==> src/hspc_pkg.sv <==
// constants for the status and parameter command interpreter
package hspc_pkg;
   // report framing
   localparam int REPORT_LEN = 64;
   localparam logic [5:0] LAST_IDX = 6'h3F;
   // command and sub-command codes
   localparam logic [7:0] CMD_STATUS = 8'h10;
   localparam logic [7:0] CANCEL_CODE = 8'h10;
   localparam logic [7:0] SPEED_CODE = 8'h20;
   // outcome codes
   localparam logic [7:0] RES_NONE = 8'h00;
   localparam logic [7:0] RES_OK = 8'h00;
   localparam logic [7:0] CANCEL_MARKED = 8'h10;
   localparam logic [7:0] CANCEL_IDLE = 8'h11;
   localparam logic [7:0] SPEED_TAKEN = 8'h20;
   localparam logic [7:0] SPEED_REFUSED = 8'h21;
   // request byte positions
   localparam logic [5:0] RQ_CMD = 6'h00;
   localparam logic [5:0] RQ_CANCEL = 6'h02;
   localparam logic [5:0] RQ_SPEED = 6'h03;
   localparam logic [5:0] RQ_DIV = 6'h04;
   // response byte positions
   localparam logic [5:0] RS_CMD = 6'h00;
   localparam logic [5:0] RS_STAT = 6'h01;
   localparam logic [5:0] RS_CANCEL = 6'h02;
   localparam logic [5:0] RS_SPEED = 6'h03;
   localparam logic [5:0] RS_DIV = 6'h04;
   localparam logic [5:0] RS_LEN_LO = 6'h09;
   localparam logic [5:0] RS_LEN_HI = 6'h0A;
   localparam logic [5:0] RS_DONE_LO = 6'h0B;
   localparam logic [5:0] RS_DONE_HI = 6'h0C;
   localparam logic [5:0] RS_BUF = 6'h0D;
   localparam logic [5:0] RS_CUR_DIV = 6'h0E;
   localparam logic [5:0] RS_TMO = 6'h0F;
   localparam logic [5:0] RS_ADR_LO = 6'h10;
   localparam logic [5:0] RS_ADR_HI = 6'h11;
   localparam logic [5:0] RS_SCL = 6'h16;
   localparam logic [5:0] RS_SDA = 6'h17;
   localparam logic [5:0] RS_EDGE = 6'h18;
   localparam logic [5:0] RS_RDPEND = 6'h19;
   localparam logic [5:0] RS_HW_MAJ = 6'h2E;
   localparam logic [5:0] RS_HW_MIN = 6'h2F;
   localparam logic [5:0] RS_FW_MAJ = 6'h30;
   localparam logic [5:0] RS_FW_MIN = 6'h31;
   localparam logic [5:0] RS_ADC0_LO = 6'h32;
   localparam logic [5:0] RS_ADC0_HI = 6'h33;
   localparam logic [5:0] RS_ADC1_LO = 6'h34;
   localparam logic [5:0] RS_ADC1_HI = 6'h35;
   localparam logic [5:0] RS_ADC2_LO = 6'h36;
   localparam logic [5:0] RS_ADC2_HI = 6'h37;
   // reset values
   localparam logic [7:0] DIV_RESET = 8'h00;
   localparam logic [7:0] CFG_RESET = 8'h00;
   // interpreter states, one-hot
   typedef enum logic [2:0] {
      ST_RX = 3'b001,
      ST_EVAL = 3'b010,
      ST_TX = 3'b100
   } hspc_state_t;
endpackage

==> src/hspc_rsp_mux.sv <==
// response byte selector: maps a report index to its byte
`timescale 1ns/1ns
module hspc_rsp_mux (
   input wire logic [5:0] idx,
   input wire logic [7:0] cancel_res,
   input wire logic [7:0] speed_res,
   input wire logic [7:0] div_echo,
   input wire logic [15:0] xfer_len,
   input wire logic [15:0] xfer_done,
   input wire logic [7:0] buf_cnt,
   input wire logic [7:0] cur_div,
   input wire logic [7:0] cur_timeout,
   input wire logic [15:0] tgt_addr,
   input wire logic scl_in,
   input wire logic sda_in,
   input wire logic edge_state,
   input wire logic [1:0] read_pend,
   input wire logic [31:0] rev_bytes,
   input wire logic [15:0] adc0,
   input wire logic [15:0] adc1,
   input wire logic [15:0] adc2,
   output logic [7:0] byte_out
);
   // one byte per index; unlisted indices read zero
   always_comb begin
      byte_out = 8'h00;
      unique case (idx)
         hspc_pkg::RS_CMD: byte_out = hspc_pkg::CMD_STATUS;
         hspc_pkg::RS_STAT: byte_out = hspc_pkg::RES_OK;
         hspc_pkg::RS_CANCEL: byte_out = cancel_res;
         hspc_pkg::RS_SPEED: byte_out = speed_res;
         hspc_pkg::RS_DIV: byte_out = div_echo;
         hspc_pkg::RS_LEN_LO: byte_out = xfer_len[7:0];
         hspc_pkg::RS_LEN_HI: byte_out = xfer_len[15:8];
         hspc_pkg::RS_DONE_LO: byte_out = xfer_done[7:0];
         hspc_pkg::RS_DONE_HI: byte_out = xfer_done[15:8];
         hspc_pkg::RS_BUF: byte_out = buf_cnt;
         hspc_pkg::RS_CUR_DIV: byte_out = cur_div;
         hspc_pkg::RS_TMO: byte_out = cur_timeout;
         hspc_pkg::RS_ADR_LO: byte_out = tgt_addr[7:0];
         hspc_pkg::RS_ADR_HI: byte_out = tgt_addr[15:8];
         hspc_pkg::RS_SCL: byte_out = {7'h00, scl_in};
         hspc_pkg::RS_SDA: byte_out = {7'h00, sda_in};
         hspc_pkg::RS_EDGE: byte_out = {7'h00, edge_state};
         hspc_pkg::RS_RDPEND: byte_out = {6'h00, read_pend};
         hspc_pkg::RS_HW_MAJ: byte_out = rev_bytes[31:24];
         hspc_pkg::RS_HW_MIN: byte_out = rev_bytes[23:16];
         hspc_pkg::RS_FW_MAJ: byte_out = rev_bytes[15:8];
         hspc_pkg::RS_FW_MIN: byte_out = rev_bytes[7:0];
         hspc_pkg::RS_ADC0_LO: byte_out = adc0[7:0];
         hspc_pkg::RS_ADC0_HI: byte_out = adc0[15:8];
         hspc_pkg::RS_ADC1_LO: byte_out = adc1[7:0];
         hspc_pkg::RS_ADC1_HI: byte_out = adc1[15:8];
         hspc_pkg::RS_ADC2_LO: byte_out = adc2[7:0];
         hspc_pkg::RS_ADC2_HI: byte_out = adc2[15:8];
         default: byte_out = 8'h00;
      endcase
   end
endmodule

==> src/hspc_status_cmd.sv <==
// status and parameter command interpreter for 64-byte reports
`timescale 1ns/1ns
module hspc_status_cmd #(
   parameter logic [7:0] HW_REV_MAJ = 8'h48, // arbitrary value
   parameter logic [7:0] HW_REV_MIN = 8'h30, // arbitrary value
   parameter logic [7:0] FW_REV_MAJ = 8'h32, // arbitrary value
   parameter logic [7:0] FW_REV_MIN = 8'h33 // arbitrary value
) (
   input wire logic mclk,
   input wire logic rst_n,
   input wire logic req_valid,
   output logic req_ready,
   input wire logic [7:0] req_data,
   output logic rsp_valid,
   input wire logic rsp_ready,
   output logic [7:0] rsp_data,
   output logic rsp_last,
   input wire logic engine_busy,
   output logic cancel_pulse,
   output logic div_load,
   output logic [7:0] div_value,
   input wire logic [15:0] xfer_len,
   input wire logic [15:0] xfer_done,
   input wire logic [7:0] buf_cnt,
   input wire logic [7:0] cur_div,
   input wire logic [7:0] cur_timeout,
   input wire logic [15:0] tgt_addr,
   input wire logic scl_in,
   input wire logic sda_in,
   input wire logic edge_state,
   input wire logic [1:0] read_pend,
   input wire logic [15:0] adc0,
   input wire logic [15:0] adc1,
   input wire logic [15:0] adc2,
   input wire logic [7:0] nv_chip_cfg,
   input wire logic nv_sn_enable,
   output logic [7:0] vol_chip_cfg,
   output logic sn_present
);
   // ****************************************
   // state and storage
   // ****************************************
   hspc_pkg::hspc_state_t state_r;
   logic [5:0] rx_idx_r;
   logic [5:0] tx_idx_r;
   logic [7:0] req_cmd_r;
   logic [7:0] req_cancel_r;
   logic [7:0] req_speed_r;
   logic [7:0] req_div_r;
   logic [7:0] cancel_res_r;
   logic [7:0] speed_res_r;
   logic [7:0] div_echo_r;
   logic rsp_valid_r;
   logic [7:0] rsp_data_r;
   logic cancel_pulse_r;
   logic div_load_r;
   logic [7:0] div_value_r;
   logic [7:0] vol_cfg_r;
   logic cfg_loaded_r;
   logic [5:0] mux_idx;
   logic [7:0] mux_byte;
   logic rx_take;
   logic tx_take;

   // handshakes; the receiver is shut while a reply is pending
   assign req_ready = (state_r == hspc_pkg::ST_RX);
   assign rx_take = req_valid && req_ready;
   assign tx_take = rsp_valid_r && rsp_ready;
   assign rsp_valid = rsp_valid_r;
   assign rsp_data = rsp_data_r;
   assign rsp_last = rsp_valid_r && (tx_idx_r == hspc_pkg::LAST_IDX);
   assign cancel_pulse = cancel_pulse_r;
   assign div_load = div_load_r;
   assign div_value = div_value_r;
   assign vol_chip_cfg = vol_cfg_r;

   // ****************************************
   // request intake
   // ****************************************
   // fixed report length
   // a 6-bit index wraps at 64, so framing cannot drift between reports
   always_ff @(posedge mclk) begin
      if (!rst_n) begin
         rx_idx_r <= 6'h00;
      end else if (rx_take) begin
         rx_idx_r <= rx_idx_r + 6'h01;
      end
   end

   // only bytes 0, 2, 3, 4 are kept
   // the remaining request bytes are dropped
   always_ff @(posedge mclk) begin
      if (!rst_n) begin
         req_cmd_r <= 8'h00;
         req_cancel_r <= 8'h00;
         req_speed_r <= 8'h00;
         req_div_r <= 8'h00;
      end else if (rx_take) begin
         if (rx_idx_r == hspc_pkg::RQ_CMD) begin
            req_cmd_r <= req_data;
         end
         if (rx_idx_r == hspc_pkg::RQ_CANCEL) begin
            req_cancel_r <= req_data;
         end
         if (rx_idx_r == hspc_pkg::RQ_SPEED) begin
            req_speed_r <= req_data;
         end
         if (rx_idx_r == hspc_pkg::RQ_DIV) begin
            req_div_r <= req_data;
         end
      end
   end

   // ****************************************
   // sequencing
   // ****************************************
   // one reply per request
   // reports with another command code are left to other interpreters
   always_ff @(posedge mclk) begin
      if (!rst_n) begin
         state_r <= hspc_pkg::ST_RX;
      end else begin
         unique case (state_r)
            hspc_pkg::ST_RX: begin
               if (rx_take && rx_idx_r == hspc_pkg::LAST_IDX && req_cmd_r == hspc_pkg::CMD_STATUS) begin
                  state_r <= hspc_pkg::ST_EVAL;
               end
            end
            hspc_pkg::ST_EVAL: begin
               state_r <= hspc_pkg::ST_TX;
            end
            hspc_pkg::ST_TX: begin
               if (tx_take && tx_idx_r == hspc_pkg::LAST_IDX) begin
                  state_r <= hspc_pkg::ST_RX;
               end
            end
         endcase
      end
   end

   // ****************************************
   // sub-command evaluation
   // ****************************************
   // cancel decision, one evaluation per report
   always_ff @(posedge mclk) begin
      if (!rst_n) begin
         cancel_res_r <= hspc_pkg::RES_NONE;
         cancel_pulse_r <= 1'b0;
      end else if (state_r == hspc_pkg::ST_EVAL) begin
         if (req_cancel_r != hspc_pkg::CANCEL_CODE) begin
            cancel_res_r <= hspc_pkg::RES_NONE;
            cancel_pulse_r <= 1'b0;
         end else if (engine_busy) begin
            cancel_res_r <= hspc_pkg::CANCEL_MARKED;
            cancel_pulse_r <= 1'b1;
         end else begin
            cancel_res_r <= hspc_pkg::CANCEL_IDLE;
            cancel_pulse_r <= 1'b0;
         end
      end else begin
         cancel_pulse_r <= 1'b0;
      end
   end

   // divider load, refused while the engine is busy
   always_ff @(posedge mclk) begin
      if (!rst_n) begin
         speed_res_r <= hspc_pkg::RES_NONE;
         div_echo_r <= 8'h00;
         div_load_r <= 1'b0;
      end else if (state_r == hspc_pkg::ST_EVAL) begin
         if (req_speed_r != hspc_pkg::SPEED_CODE) begin
            speed_res_r <= hspc_pkg::RES_NONE;
            div_echo_r <= 8'h00;
            div_load_r <= 1'b0;
         end else if (engine_busy) begin
            speed_res_r <= hspc_pkg::SPEED_REFUSED;
            div_echo_r <= req_div_r;
            div_load_r <= 1'b0;
         end else begin
            speed_res_r <= hspc_pkg::SPEED_TAKEN;
            div_echo_r <= req_div_r;
            div_load_r <= 1'b1;
         end
      end else begin
         div_load_r <= 1'b0;
      end
   end

   // divider handed to the engine, which bounds the bit rate
   always_ff @(posedge mclk) begin
      if (!rst_n) begin
         div_value_r <= hspc_pkg::DIV_RESET;
      end else if (state_r == hspc_pkg::ST_EVAL && req_speed_r == hspc_pkg::SPEED_CODE && !engine_busy) begin
         div_value_r <= req_div_r;
      end
   end

   // ****************************************
   // response output
   // ****************************************
   // next byte to present: index 0 on entry, else the one after the taken byte
   assign mux_idx = (state_r == hspc_pkg::ST_EVAL) ? hspc_pkg::RS_CMD : tx_idx_r + 6'h01;
   // 16-bit length and count fields cover 65,535-byte transfers
   hspc_rsp_mux u_mux (
      .idx(mux_idx),
      .cancel_res(cancel_res_r),
      .speed_res(speed_res_r),
      .div_echo(div_echo_r),
      .xfer_len(xfer_len),
      .xfer_done(xfer_done),
      .buf_cnt(buf_cnt),
      .cur_div(cur_div),
      .cur_timeout(cur_timeout),
      .tgt_addr(tgt_addr),
      .scl_in(scl_in),
      .sda_in(sda_in),
      .edge_state(edge_state),
      .read_pend(read_pend),
      .rev_bytes({HW_REV_MAJ, HW_REV_MIN, FW_REV_MAJ, FW_REV_MIN}),
      .adc0(adc0),
      .adc1(adc1),
      .adc2(adc2),
      .byte_out(mux_byte)
   );

   // exactly 64 bytes go out, then valid drops
   // live status is sampled as each byte is loaded, when the byte before it is taken, and is held while the host stalls
   always_ff @(posedge mclk) begin
      if (!rst_n) begin
         rsp_valid_r <= 1'b0;
         rsp_data_r <= 8'h00;
         tx_idx_r <= 6'h00;
      end else if (state_r == hspc_pkg::ST_EVAL) begin
         rsp_valid_r <= 1'b1;
         rsp_data_r <= mux_byte;
         tx_idx_r <= 6'h00;
      end else if (tx_take) begin
         if (tx_idx_r == hspc_pkg::LAST_IDX) begin
            rsp_valid_r <= 1'b0;
            rsp_data_r <= 8'h00;
            tx_idx_r <= 6'h00;
         end else begin
            rsp_data_r <= mux_byte;
            tx_idx_r <= mux_idx;
         end
      end
   end

   // ****************************************
   // settings copy
   // ****************************************
   // chip settings copied once after reset; USB settings are not
   always_ff @(posedge mclk) begin
      if (!rst_n) begin
         vol_cfg_r <= hspc_pkg::CFG_RESET;
         cfg_loaded_r <= 1'b0;
      end else if (!cfg_loaded_r) begin
         vol_cfg_r <= nv_chip_cfg;
         cfg_loaded_r <= 1'b1;
      end
   end

   // serial-number presence follows the nonvolatile enable directly
   assign sn_present = nv_sn_enable;

   // ****************************************
   // checks
   // ****************************************
   report_end_a: assert property (
      @(posedge mclk) disable iff (!rst_n)
      (tx_take && tx_idx_r == hspc_pkg::LAST_IDX) |=> !rsp_valid_r && state_r == hspc_pkg::ST_RX)
      else $error("response did not end after 64 bytes");
   rx_closed_a: assert property (
      @(posedge mclk) disable iff (!rst_n)
      rsp_valid_r |-> !req_ready)
      else $error("request accepted while a response is pending");
   code_echo_a: assert property (
      @(posedge mclk) disable iff (!rst_n)
      state_r == hspc_pkg::ST_EVAL |=> rsp_valid_r && rsp_data_r == hspc_pkg::CMD_STATUS && tx_idx_r == 6'h00)
      else $error("command code not echoed first");
   cancel_cause_a: assert property (
      @(posedge mclk) disable iff (!rst_n)
      cancel_pulse_r |-> $past(state_r) == hspc_pkg::ST_EVAL && req_cancel_r == hspc_pkg::CANCEL_CODE
      && cancel_res_r == hspc_pkg::CANCEL_MARKED)
      else $error("cancel issued without a cancel request");
   cancel_idle_a: assert property (
      @(posedge mclk) disable iff (!rst_n)
      (state_r == hspc_pkg::ST_EVAL && req_cancel_r == hspc_pkg::CANCEL_CODE && !engine_busy)
      |=> cancel_res_r == hspc_pkg::CANCEL_IDLE && !cancel_pulse_r)
      else $error("idle cancel outcome wrong");
   div_take_a: assert property (
      @(posedge mclk) disable iff (!rst_n)
      div_load_r |-> div_value_r == req_div_r && req_speed_r == hspc_pkg::SPEED_CODE)
      else $error("divider loaded without a speed request");
   speed_refuse_a: assert property (
      @(posedge mclk) disable iff (!rst_n)
      (state_r == hspc_pkg::ST_EVAL && req_speed_r == hspc_pkg::SPEED_CODE && engine_busy)
      |=> speed_res_r == hspc_pkg::SPEED_REFUSED && !div_load_r && $stable(div_value_r))
      else $error("busy engine did not refuse the divider");
   div_echo_a: assert property (
      @(posedge mclk) disable iff (!rst_n)
      (state_r == hspc_pkg::ST_EVAL && req_speed_r != hspc_pkg::SPEED_CODE)
      |=> div_echo_r == 8'h00 && speed_res_r == hspc_pkg::RES_NONE)
      else $error("divider echo not zero without speed request");
   div_ignore_a: assert property (
      @(posedge mclk) disable iff (!rst_n)
      (state_r == hspc_pkg::ST_EVAL && req_speed_r != hspc_pkg::SPEED_CODE) |=> $stable(div_value_r))
      else $error("divider changed without speed request");
endmodule

==> config.mk <==
export PLATFORM = sky130hd
export DESIGN_NAME = hspc_status_cmd
export DESIGN_NICKNAME = d
export VERILOG_FILES = /design/src/hspc_pkg.sv /design/src/hspc_rsp_mux.sv /design/src/hspc_status_cmd.sv
export SDC_FILE = /design/constraint.sdc
export NUM_CORES = 1
export LEC_CHECK = 0
export BUFFER_PORTS_ARGS = -buffer_cell sky130_fd_sc_hd__buf_2
export CAP_MARGIN = 15
export CORE_ASPECT_RATIO = 0.5
export CORE_MARGIN = 1.5
export CORE_UTILIZATION = 46
export DETAILED_ROUTE_END_ITERATION = 12
export GPL_ROUTABILITY_DRIVEN = 0
export GPL_TIMING_DRIVEN = 0
export PLACE_DENSITY = 0.82
export SYNTH_ARGS = -nofsm -noshare
export SYNTH_HDL_FRONTEND = slang
export SYNTH_SLANG_ARGS = --single-unit
==> constraint.sdc <==
create_clock -name mclk -period 2.75 [get_ports mclk]
set_clock_uncertainty 0.1 [all_clocks]
set_input_delay 0.4125 -clock mclk [delete_from_list [all_inputs] [get_ports mclk]]
set_output_delay 0.4125 -clock mclk [all_outputs]
set_load 0.005 [all_outputs]
==> results by stage, run 1 <==
Synth:
- The async set-or-reset flop fraction in the synthesized netlist is 0.
- For this run, the number of Yosys warnings is 0.
- The post-synthesis instance area is slightly above 5000 um2.
- Yosys mapped a number of flops with a built-in enable equal to 0.
- Synthesis produced a netlist with a net count of 769.
- The mean area per synthesized cell is between 8 and 9 um2.
- The count of state elements after synthesis is 87.
- Counting distinct cell types in the post-synthesis netlist gives about 80.
- The post-synthesis cell count is around 620.
- The share of the Yosys chip area taken by registers is 0.342.
- Among all flip-flop cells after synthesis, the most frequent one is sky130_fd_sc_hd__dfxtp_1.

STA:
- For this run, the top clock speed supported by timing is 358 MHz.
- The max-slew violation count is 0.
- The number of endpoints with negative hold slack in the final report came to 0.
- The final clock period utilization by the worst path is 1.02.
- At the pin with the least slew margin, the transition time is about 0.88 ns.
- In this run the tightest slew margin relative to its limit is 0.414.
- The setup slack of the critical path after layout is -0.0468 ns.
- Subtracting the final worst setup slack from the clock period gives 2.80 ns.
- Setup violations remaining at the end of the flow were counted as 7.
- The hold slack is about 0.19 ns.

Detailed routing:
- The detail-routed via count per cell is 6.28.
- The detailed-route wire length is around 19 mm.
- After the first detailed-routing iteration, the DRC count stood at between 600 and 700.
- The antenna violation net count after detailed routing is 0.
- The DRC violation count after routing is 0.
- The final route contains roughly 6000 vias.
- After detailed routing, the average wire length per cell comes to just under 20 um.
- The first TritonRoute pass finished after 8 iterations.

Run:
- Across the run, the number of max-cap violations was 0.

Clock network:
- The clock latency reported for the late side of the worst-skew pair is 0.35 ns.
- Clock tree synthesis inserted a total of 9 buffers.
- The longest clock path from root to sink contains 2 buffers.
- The H-tree was split into 3 levels.
- The clock-pin slew of the registers on the worst-case setup and hold paths is around 0.07 ns.
- Counting every sink on the clock net gives between 80 and 90.
- In this run the clock root is driven by a sky130_fd_sc_hd__clkbuf_16.
- The clock tree from TritonCTS is done.

Setup path:
- Walking the worst path, the cells encountered are ha_2 -> nand2b_1 -> clkbuf_4 -> o41ai_2 -> o21ai_0 -> nand2_1 -> o31ai_4 -> buf_12 -> a221oi_2.
- The type of origin of the critical path is a register.
- STA classifies the critical path endpoint as a register.
- The peak fanout along the critical path is 10.
- Across all register-to-register paths, the minimum setup slack is -0.05 ns.
- The critical path data arrival time is about 3 ns.
- The category of the most critical setup path is register to register.
- The critical path required time is between 2 and 3 ns.
- The critical-path cell with the highest stage delay is sky130_fd_sc_hd__o41ai_2.
- The delay of the slowest cell on the worst path is ~0.65 ns.

Power and ir drop:
- The worst-case vdd ir drop is 0.322 mV.
- The power density relative to cell area is approximately 450 nW/um2.
- After layout, the design draws a total of 3.00 mW.
- The leakage power is 2.71 nW.

Global route:
- The first global-routing pass estimated about 29 mm of wire.
- The via count of the first global-routing pass is around 5600.
- Across every metal layer, demand over resource in global routing totals 0.307.
- The initial antenna violation count is 0.
- The largest net degree at the start of global routing is 17.
- After global routing the overflow that remains totals 0.

Floorplan:
- The floorplan has 26 rows.
- The die area is around 12000 um2.
- For this configuration, the core starts out at a cell density of 0.487.
- For this design the top-level I/O count stands at between 150 and 200.
- The x dimension of the die is 152 um.
- The placeable core area is about 10000 um2.
- Measured along the y axis, the die boundary spans around 77 um.

Final layout:
- The area added between synthesis and finish is 31.6%.
- The number of antenna diodes in the final layout is 0.
- The net count of the finished layout is 963.
- The share of cells above drive strength 1 is 0.337.

Status:
- The run finished, with violations left.
- The final reports fail on setup timing.

Hold path:
- The worst hold path class is input pin to register.

Placed design:
- The worst setup timing slack at the placement stage is -0.431 ns.
- The number of input and output port buffers inserted is 175.
- The HPWL after detailed placement is between 10 and 15 mm.
## metrics by stage
step,utilization,std cells,TNS [ns],area [um2]
6_report,0.641,957,-0.225,6710
5_1_grt,0.641,957,-0.339,6710
4_1_cts,0.628,949,0,6580
3_5_place_dp,0.587,933,-2.54,6150
3_3_place_gp,0.587,933,-2.47,6150
2_1_floorplan,-,618,0,5100
## logic make-up (layout without fill, tap and decap cells)
family	Yosys count	in the layout	share of synthesized area
simple gates	261	261	0.247
mux	35	35	0.0689
compound gates	171	171	0.262
xor+xnor	11	11	0.0270
fa+ha+maj	4	4	0.00981
buf+inv	49	248	0.0437
flops	87	87	0.342
## synth_stat cells (all sizes together) (6+ instances only)
| cell type | number | share of area |
|---|---|---|
| a221oi | 10 | 0.026 |
| nor3 | 19 | 0.020 |
| a32o | 6 | 0.012 |
| nand2 | 104 | 0.079 |
| nor2 | 54 | 0.040 |
| mux2i | 34 | 0.067 |
| and2 | 12 | 0.015 |
| a21oi | 44 | 0.045 |
| o21ai | 22 | 0.022 |
| xor2 | 6 | 0.012 |
| and3 | 13 | 0.017 |
| a22oi | 10 | 0.015 |
| clkbuf | 18 | 0.013 |
| nand3 | 19 | 0.019 |
| a22o | 19 | 0.033 |
| nor4 | 6 | 0.0086 |
| buf | 24 | 0.025 |
| dfxtp | 87 | 0.34 |
| a32oi | 11 | 0.019 |
| inv | 7 | 0.0052 |
## worst max-delay path, delay by kind of cell, from the launching register on
kind | cells | cell delay (ns)
adder cells (fa/ha/maj) | 1 | 0.36
AO/OA/AOI/OAI | 4 | 1.16
AND/OR/NAND/NOR | 2 | 0.31
flip-flops | 1 | 0.39
buffers and inverters | 2 | 0.38
## power breakdown
group / internal [mW] / switching [mW] / leakage (nW) / total, mW
logic: 0.177 / 0.227 / 1.85 / 0.404
clock network: 0.722 / 0.538 / 0.151 / 1.26
registers: 1.30 / 0.0300 / 0.705 / 1.33
## final timing paths
| path | from | end | cells past startpoint |
|---|---|---|---|
| setup / recovery | tx_idx_r[0] | rsp_data[3] | 9 |
| hold / removal | rst_n | cfg_loaded_r | 1 |
| setup reg to reg | tx_idx_r[0] | rsp_data[3] | 9 |
| hold reg to reg | req_cancel_r[3] | req_cancel_r[3] | 2 |
## per-layer routing
metal / part of all wire / routed length (um) / up-vias / track usage
met5: 0 / 0 / - / 0
met4: 0.037 / 704 / 0 / 0.118
met3: 0.13 / 2420 / 94 / 0.0916
met2: 0.45 / 8490 / 429 / 0.504
met1: 0.38 / 7180 / 2787 / 0.382
li1: - / - / 2700 / -
## cell usage in the layout (no fill, tap or decap), types with 8 or more instances in the layout
| master | count |
|---|---|
| sky130_fd_sc_hd__clkbuf_16 | 9 |
| sky130_fd_sc_hd__a22oi_1 | 10 |
| sky130_fd_sc_hd__o21ai_0 | 22 |
| sky130_fd_sc_hd__a22o_1 | 19 |
| sky130_fd_sc_hd__and3_1 | 12 |
| sky130_fd_sc_hd__nand3_1 | 18 |
| sky130_fd_sc_hd__buf_2 | 190 |
| sky130_fd_sc_hd__mux2i_1 | 34 |
| sky130_fd_sc_hd__nor2_1 | 49 |
| sky130_fd_sc_hd__a32oi_1 | 11 |
| sky130_fd_sc_hd__nand2_1 | 100 |
| sky130_fd_sc_hd__dfxtp_1 | 86 |
| sky130_fd_sc_hd__a221oi_2 | 8 |
| sky130_fd_sc_hd__nor3_1 | 14 |
| sky130_fd_sc_hd__buf_4 | 11 |
| sky130_fd_sc_hd__a21oi_1 | 41 |
| sky130_fd_sc_hd__clkbuf_1 | 17 |
## timing repair
item,4_1_cts,5_1_grt
gates resized for setup,21,20
setup buffers,1,8
setup endpoints to repair,8,41
hold buffers,0,0
pin swaps,1,4
## sequential cells by signal (all words and copies together), names as in the netlist, 2 cells and up
name,flops
div_value,8
rx_idx_r,6
rsp_data,8
cancel_res_r,2
req_div_r,8
tx_idx_r,6
req_cancel_r,8
req_cmd_r,8
vol_chip_cfg,8
speed_res_r,2
state_r,3
div_echo_r,8
req_speed_r,8
## area by class of cell
type	count	area, um2
fill	878	3760
multi-input combinational	482	3300
sequential	87	1740
timing repair buffer	185	961
clock buffer	10	229
buffer	40	198
tap	140	175
clock inverter	6	78.8
inverter	7	26.3
No activity file was read; power rests on OpenSTA's default activity.
==> inputs of run 2 (changes only) <==
--- a/config.mk
+++ b/config.mk
@@ -13,7 +13,7 @@
 export DETAILED_ROUTE_END_ITERATION = 12
 export GPL_ROUTABILITY_DRIVEN = 0
 export GPL_TIMING_DRIVEN = 0
-export PLACE_DENSITY = 0.82
+export PLACE_DENSITY = 0.77
 export SYNTH_ARGS = -nofsm -noshare
 export SYNTH_HDL_FRONTEND = slang
 export SYNTH_SLANG_ARGS = --single-unit
==> run 2 against run 1 <==
  * Cell count grew 0.31%
  * Non-clock buffer count is 3 higher
  * Sequential power about the same
  * Utilization rose by 1.2 points
  * Clock power grew 9%
  * The flow now finishes without violations
  * Critical endpoint is now rsp_data[5]
  * Die area is the same
==> results by stage, run 2 (synthesized netlist as in run 1, its figures left out) <==
Status:
- Result of the run: finished, final reports clean (was complete, but fails checks).

Floorplan:
- The x dimension of the die is 152 um (unchanged).
- The number of placed I/O pins is 177 (unchanged).
- The count of standard-cell rows is 26 (unchanged).
- The placeable core area is 10500 um2 (unchanged).
- The initial core utilization is 0.487 (unchanged).
- The die area is 11800 um2 (unchanged).
- The die extent in y is 77.5 um (unchanged).

Clock network:
- The clock sink count is 87 (unchanged).
- The hold buffer count at CTS is 0 (unchanged).
- The number of buffers created by CTS is 9 (unchanged).
- The clock tree from TritonCTS is done (unchanged).
- The H-tree depth is 3 (unchanged).
- The clock root buffer is sky130_fd_sc_hd__clkbuf_16 (unchanged).
- The maximum buffer depth of the clock tree is 2 (unchanged).
- The clock latency reported for the late side of the worst-skew pair is 0.34 ns (was 0.35 ns).
- The clock-pin slew of the registers on the worst-case setup and hold paths was 0.07 ns (about the same).

Setup path:
- CP cell instances: ha_4 -> buf_6 -> and3b_1 -> a31oi_1 -> o22a_2 -> nor3_2 -> a31o_2 -> a2111oi_1 -> a221oi_2 (was ha_2 -> nand2b_1 -> clkbuf_4 -> o41ai_2 -> o21ai_0 -> nand2_1 -> o31ai_4 -> buf_12 -> a221oi_2).
- The type of destination of the critical path was a register (unchanged).
- The peak fanout along the critical path was 10 (unchanged).
- The critical path required time is 2.84 ns (was 2.91 ns).
- The cell class contributing the biggest share of worst-path delay is compound AO/OA/AOI/OAI gates (unchanged).
- The type of origin of the critical path was a register (unchanged).
- The critical path data arrival time is 2.77 ns (was 2.96 ns).
- The category of the most critical setup path is register to register (unchanged).
- The count of buffering cells on the critical path with inverters included is 1 (was 2).
- The delay of the slowest cell on the worst path came to 0.50 ns (was 0.65 ns).
- The critical-path cell with the highest stage delay is sky130_fd_sc_hd__a2111oi_1 (was sky130_fd_sc_hd__o41ai_2).

STA:
- The final clock period utilization by the worst path is 0.973 (was 1.02).
- The setup slack of the critical path after layout is 0.0738 ns (was -0.0468 ns).
- The maximum frequency from static timing analysis is 374 MHz (was 358 MHz).
- The hold slack was 0.191 ns (was 0.187 ns).
- Setup repair after global routing left no endpoint under its margin.
- The actual slew at the worst max-slew pin came to 0.853 ns (was 0.879 ns).
- The max-slew violation count is 0 (unchanged).
- The total of endpoints with negative setup slack in the final report is 0 (was 7).
- The number of endpoints with negative hold slack in the final report is 0 (unchanged).
- The relative slew slack is 0.427 (was 0.414).
- The clock period minus final worst setup slack is 2.68 ns (was 2.80 ns).

Run:
- The max-capacitance violation count is 0 (unchanged).

Final layout:
- The final design utilization is 0.652 (was 0.641).
- The area added between synthesis and finish came to 34.0% (was 31.6%).
- Commonest non-fill, non-tap cells in the layout: sky130_fd_sc_hd__buf_2, sky130_fd_sc_hd__nand2_1, sky130_fd_sc_hd__dfxtp_1, sky130_fd_sc_hd__nor2_1, sky130_fd_sc_hd__a21oi_1 (unchanged).
- The count of inserted antenna diode cells is 0 (unchanged).
- The layout net count is 966 (was 963).
- The share of cells above drive strength 1 is 0.348 (was 0.337).
- The number of standard cells in the final layout excluding fillers came to 960 (was 957).
- The final instance area is 6830 um2 (was 6710 um2).
- The fill cell total of the finished layout is 900 (was 878).
- The most common library cell in the layout ignoring fill and taps is sky130_fd_sc_hd__buf_2 (unchanged).

Detailed routing:
- The antenna violation net count after detailed routing is 0 (unchanged).
- The DRC violation count after routing came to 0 (unchanged).
- The wire length per cell is 19.4 um (was 19.6 um).
- The detail-routed via count per cell is 6.19 (was 6.28).
- The detailed-route wire length is 18.6 mm (was 18.8 mm).
- The first-iteration detailed-routing DRC count came to 730 (was 689).
- The via count is 5942 (was 6010).
- The first-pass iteration count of the detailed router is 5 (was 8).

Global route:
- The overall track demand over capacity in global routing is 0.300 (was 0.307).
- The largest net degree at the start of global routing is 17 (unchanged).
- The initial antenna violation count was 0 (unchanged).
- The global-route wire length before repair is 28.0 mm (was 28.8 mm).
- The leftover overflow at the end of global routing came to 0 (unchanged).
- The via count of the first global-routing pass is 5389 (was 5582).

Placed design:
- The number of input and output port buffers inserted is 175 (unchanged).
- The number of cells after detailed placement was 933 (unchanged).
- The HPWL after detailed placement is 13.6 mm (was 13.7 mm).
- The worst setup timing slack at the placement stage is -0.361 ns (was -0.431 ns).
- The instance area at placement is 6150 um2 (unchanged).

Power and ir drop:
- The worst-case vdd ir drop is 0.302 mV (was 0.322 mV).
- The leakage power is 2.79 nW (was 2.71 nW).
- The power density relative to cell area is 455 nW/um2 (was 447 nW/um2).

Hold path:
- The worst hold path class is input pin to register (unchanged).
-- run 2: cell types whose count changed in the layout (fill, tap and decap cells not counted), moves of 2 or more --
cell,delta
sky130_fd_sc_hd__inv_6,+2
sky130_fd_sc_hd__buf_4,+3
sky130_fd_sc_hd__o21ai_0,-2
sky130_fd_sc_hd__clkinv_4,-3
sky130_fd_sc_hd__o21ai_1,+2
sky130_fd_sc_hd__clkbuf_1,-2
-- run 2: area by class of cell --
class / instances / area (um2) / area share
multi-input combinational: 482 / 3360 / 0.492
sequential: 87 / 1740 / 0.255
timing repair buffer: 188 / 986 / 0.144
clock buffer: 10 / 239 / 0.0350
buffer: 40 / 203 / 0.0297
tap: 140 / 175 / 0.0256
clock inverter: 6 / 96.3 / 0.0141
inverter: 7 / 26.3 / 0.00385
-- run 2: worst paths after layout --
check / startpoint / endpoint / slack [ns] / depth (start not counted)
min: rst_n / cfg_loaded_r / 0.19 / 1
min reg2reg: req_cancel_r[3] / req_cancel_r[3] / 0.35 / 2
max reg2reg: tx_idx_r[0] / rsp_data[5] / 0.07 / 9
max: tx_idx_r[0] / rsp_data[5] / 0.07 / 9
-- run 2: metal layers --
layer / vias up / track usage / routed length, um / share of wire
met5: - / 0 / 0 / 0
met4: 0 / 0.131 / 759 / 0.041
met3: 95 / 0.0749 / 2080 / 0.11
met2: 397 / 0.490 / 8410 / 0.45
met1: 2748 / 0.378 / 7380 / 0.40
li1: 2702 / - / - / -
-- run 2: timing repair --
item | 4_1_cts | 5_1_grt
buffers inserted | 1 | 12
pin swaps | 3 | 5
cloned | 0 | 0
gates resized for setup | 20 | 34
endpoints found under the setup margin | 10 | 42
-- run 2: per-stage QoR --
step                TNS [ns]  power (mW)
floorplan                  0        1.55
global placement       -2.42        1.73
detailed placement     -2.64        1.74
CTS                  -0.0152        3.10
global route               0        3.22
finish                     0        3.11
-- run 2: power breakdown --
part,leakage [nW],internal [mW],switching [mW]
combinational,1.92,0.176,0.227
clock,0.162,0.834,0.540
sequential,0.705,1.30,0.0315
total,2.79,2.31,0.798
==> inputs of run 3 (changes only) <==
==> constraint.sdc (replaced) <==
create_clock -name mclk -period 2.75 [get_ports mclk]
set_clock_uncertainty 0.1 [all_clocks]
set_input_delay 0.1375 -clock mclk [delete_from_list [all_inputs] [get_ports mclk]]
set_output_delay 0.1375 -clock mclk [all_outputs]
set_load 0.005 [all_outputs]
==> run 3 against run 2 <==
  * Non-clock buffer count is 15 higher
  * Critical path depth is 1 lower
  * Worst setup slack worse by 0.021 ns
  * Largest power group unchanged
  * Highest routed layer unchanged
  * Combinational power is 5.0% higher
  * First-iteration DRC count is 7.4% lower
  * Sequential power hardly changed
  * Hold slack worse by 0.18 ns
  * Count of clock-buffer cells in the layout stayed put
  * Utilization is 1.1 points higher
==> results by stage, run 3 (synthesized netlist as in run 1, its figures left out) <==
Final layout:
- The final design utilization is 0.663 (was 0.652).
- Commonest non-fill, non-tap cells in the layout: sky130_fd_sc_hd__buf_2, sky130_fd_sc_hd__nand2_1, sky130_fd_sc_hd__dfxtp_1, sky130_fd_sc_hd__nor2_1, sky130_fd_sc_hd__a21oi_1 (unchanged).
- The layout net count is 981 (was 966).
- The most common library cell in the layout ignoring fill and taps is sky130_fd_sc_hd__buf_2 (unchanged).
- The fill cell total of the finished layout came to 875 (was 900).
- The share of cells above drive strength 1 is 0.335 (was 0.348).
- The count of inserted antenna diode cells is 0 (unchanged).
- The area added between synthesis and finish is 36.2% (was 34.0%).
- The total area of sequential cells is 1740 um2 (unchanged).
- The area used by multi-input combinational logic was 3330 um2 (was 3360 um2).

Detailed routing:
- The total routed wire length on the met1 layer is 7.40 mm (was 7.38 mm).
- The first-iteration detailed-routing DRC count is 676 (was 730).
- The antenna violation net count after detailed routing is 0 (unchanged).
- The wire length per cell came to 19.5 um (was 19.4 um).
- The detailed-route wire length is 19.1 mm (was 18.6 mm).
- The met3 routed wirelength is 2.07 mm (was 2.08 mm).
- The total length of routed met2 wires came to 8.71 mm (was 8.41 mm).
- The first-pass iteration count of the detailed router is 8 (was 5).
- The DRC violation count after routing is 0 (unchanged).
- The highest metal layer used by the detailed router is met4 (unchanged).
- The via count is 6019 (was 5942).
- The detail-routed via count per cell came to 6.17 (was 6.19).

Floorplan:
- The count of standard-cell rows is 26 (unchanged).
- The placeable core area is 10500 um2 (unchanged).
- The die area was 11800 um2 (unchanged).
- The x dimension of the die is 152 um (unchanged).
- The number of placed I/O pins was 177 (unchanged).
- The die extent in y is 77.5 um (unchanged).
- The initial core utilization is 0.487 (unchanged).

STA:
- The max-slew violation count is 0 (unchanged).
- RSZ-0062 raised after global routing: yes (was no).
- The total of endpoints with negative setup slack in the final report was 0 (unchanged).
- The actual slew at the worst max-slew pin is 0.852 ns (was 0.853 ns).
- The final clock period utilization by the worst path was 0.981 (was 0.973).
- The number of endpoints with negative hold slack in the final report is 0 (unchanged).
- The relative slew slack is 0.428 (was 0.427).
- The clock period minus final worst setup slack is 2.70 ns (was 2.68 ns).
- The maximum frequency from static timing analysis came to 371 MHz (was 374 MHz).
- The hold slack was 0.0126 ns (was 0.191 ns).

Run:
- The max-capacitance violation count came to 0 (unchanged).

Clock network:
- The clock sink count is 87 (unchanged).
- The clock-pin slew of the registers on the worst-case setup and hold paths is 0.07 ns (about the same).
- The maximum buffer depth of the clock tree came to 2 (unchanged).
- The clock tree from TritonCTS is done (unchanged).
- The H-tree depth is 3 (unchanged).
- The clock latency reported for the late side of the worst-skew pair is 0.34 ns (about the same).
- The number of buffers created by CTS is 9 (unchanged).
- The clock root buffer is sky130_fd_sc_hd__clkbuf_16 (unchanged).

Power and ir drop:
- The total power was 3.13 mW (was 3.11 mW).
- The power density relative to cell area is 451 nW/um2 (was 455 nW/um2).
- The worst-case vdd ir drop was 0.316 mV (was 0.302 mV).
- The leakage power came to 2.85 nW (was 2.79 nW).

Setup path:
- The delay of the slowest cell on the worst path is 0.72 ns (was 0.50 ns).
- The type of origin of the critical path is a register (unchanged).
- The category of the most critical setup path is register to register (unchanged).
- The setup slack of the worst register-to-register path is 0.05 ns (was 0.07 ns).
- The count of buffering cells on the critical path with inverters included is 1 (unchanged).
- The origin of the critical flop-to-flop path is tx_idx_r[0] (unchanged).
- The total number of cells along the worst setup path came to 8 (was 9).
- CP cell instances: ha_2 -> buf_2 -> nor3_1 -> a22o_1 -> a32oi_1 -> o211ai_1 -> a2111oi_2 -> a221oi_2 (was ha_4 -> buf_6 -> and3b_1 -> a31oi_1 -> o22a_2 -> nor3_2 -> a31o_2 -> a2111oi_1 -> a221oi_2).
- The type of destination of the critical path is a register (unchanged).
- The critical-path cell with the highest stage delay is sky130_fd_sc_hd__nor3_1 (was sky130_fd_sc_hd__a2111oi_1).
- The end of the worst register-to-register path was rsp_data[5] (unchanged).
- The cell class contributing the biggest share of worst-path delay is compound AO/OA/AOI/OAI gates (unchanged).
- The worst reg-to-reg path cell count is 8 (was 9).
- The peak fanout along the critical path is 10 (unchanged).
- The critical path required time is 2.90 ns (was 2.84 ns).
- The critical path data arrival time came to 2.85 ns (was 2.77 ns).

Hold path:
- The launch instance of the worst min-delay path is req_data[2] (was rst_n).
- The number of stages on the worst hold path was 3 (was 1).
- The worst-case hold path end point is req_cancel_r[2] (was cfg_loaded_r).
- The worst hold path class is input pin to register (unchanged).

Global route:
- The via count of the first global-routing pass is 5553 (was 5389).
- The leftover overflow at the end of global routing is 0 (unchanged).
- The initial antenna violation count came to 0 (unchanged).
- The overall track demand over capacity in global routing came to 0.307 (was 0.300).
- The largest net degree at the start of global routing is 17 (unchanged).
- The global-route wire length before repair is 28.8 mm (was 28.0 mm).

Status:
- Result of the run: finished, final reports clean (unchanged).

Placed design:
- The HPWL after detailed placement is 13.6 mm (unchanged).
- The number of input and output port buffers inserted was 175 (unchanged).
-- run 3: where the power goes --
part           leakage, nW  total (mW)  internal (mW)  switching, mW
clock                0.162        1.37          0.834          0.539
sequential           0.705        1.33           1.30         0.0320
combinational         1.98       0.423          0.190          0.233
-- run 3: worst max path at each step --
stage / startpoint / end / slack (ns)
3_5_place_dp: tx_idx_r[0] / rsp_data[4] / -0.36
5_1_grt: tx_idx_r[1] / rsp_data[6] / -0.06
3_3_place_gp: tx_idx_r[0] / rsp_data[5] / -0.34
4_1_cts: tx_idx_r[0] / rsp_data[4] / -0.01
6_report: tx_idx_r[0] / rsp_data[5] / 0.05
2_1_floorplan: tx_idx_r[0] / rsp_data[5] / 0.19
-- run 3: worst register-to-register path: stages, from the launching register on --
cell and delay [ns]:
sky130_fd_sc_hd__dfxtp_2 0.39, sky130_fd_sc_hd__ha_2 0.36, sky130_fd_sc_hd__buf_2 0.24, sky130_fd_sc_hd__nor3_1 0.72, sky130_fd_sc_hd__a22o_1 0.27, sky130_fd_sc_hd__a32oi_1 0.07
sky130_fd_sc_hd__o211ai_1 0.16, sky130_fd_sc_hd__a2111oi_2 0.07, sky130_fd_sc_hd__a221oi_2 0.23
-- run 3: per-layer routing --
layer | global-route usage | vias to the layer above
met1 | 0.382 | 2793
met2 | 0.509 | 389
met4 | 0.144 | 0
met5 | 0 | -
li1 | - | 2737
met3 | 0.0721 | 100
-- run 3: stage by stage --
step / cell area (um2) / instances / setup TNS, ns / setup WS (ns)
after floorplan: 5100 / 618 / 0 / 0.187
after global placement: 6150 / 933 / -2.42 / -0.339
after detailed placement: 6150 / 933 / -2.64 / -0.361
after CTS: 6760 / 965 / -0.0152 / -0.0101
after global routing: 6950 / 975 / -0.285 / -0.0594
final: 6950 / 975 / 0 / 0.0528
-- run 3: layout make-up --
type / count / area share
multi-input cells: 482 / 0.479
flip-flops and latches: 87 / 0.251
repair buffers: 203 / 0.164
clock buffers: 10 / 0.0344
plain buffers: 40 / 0.0286
well taps: 140 / 0.0252
clock inverters: 6 / 0.0139
inverters: 7 / 0.00378
-- run 3: repair_timing --
| item | in CTS | in global routing |
|---|---|---|
| endpoints found under the hold margin | 29 | 0 |
| buffers inserted | 1 | 11 |
| resized for setup | 20 | 26 |
| endpoints found under the setup margin | 10 | 41 |
| pin swaps | 3 | 6 |
| hold buffers | 16 | 0 |
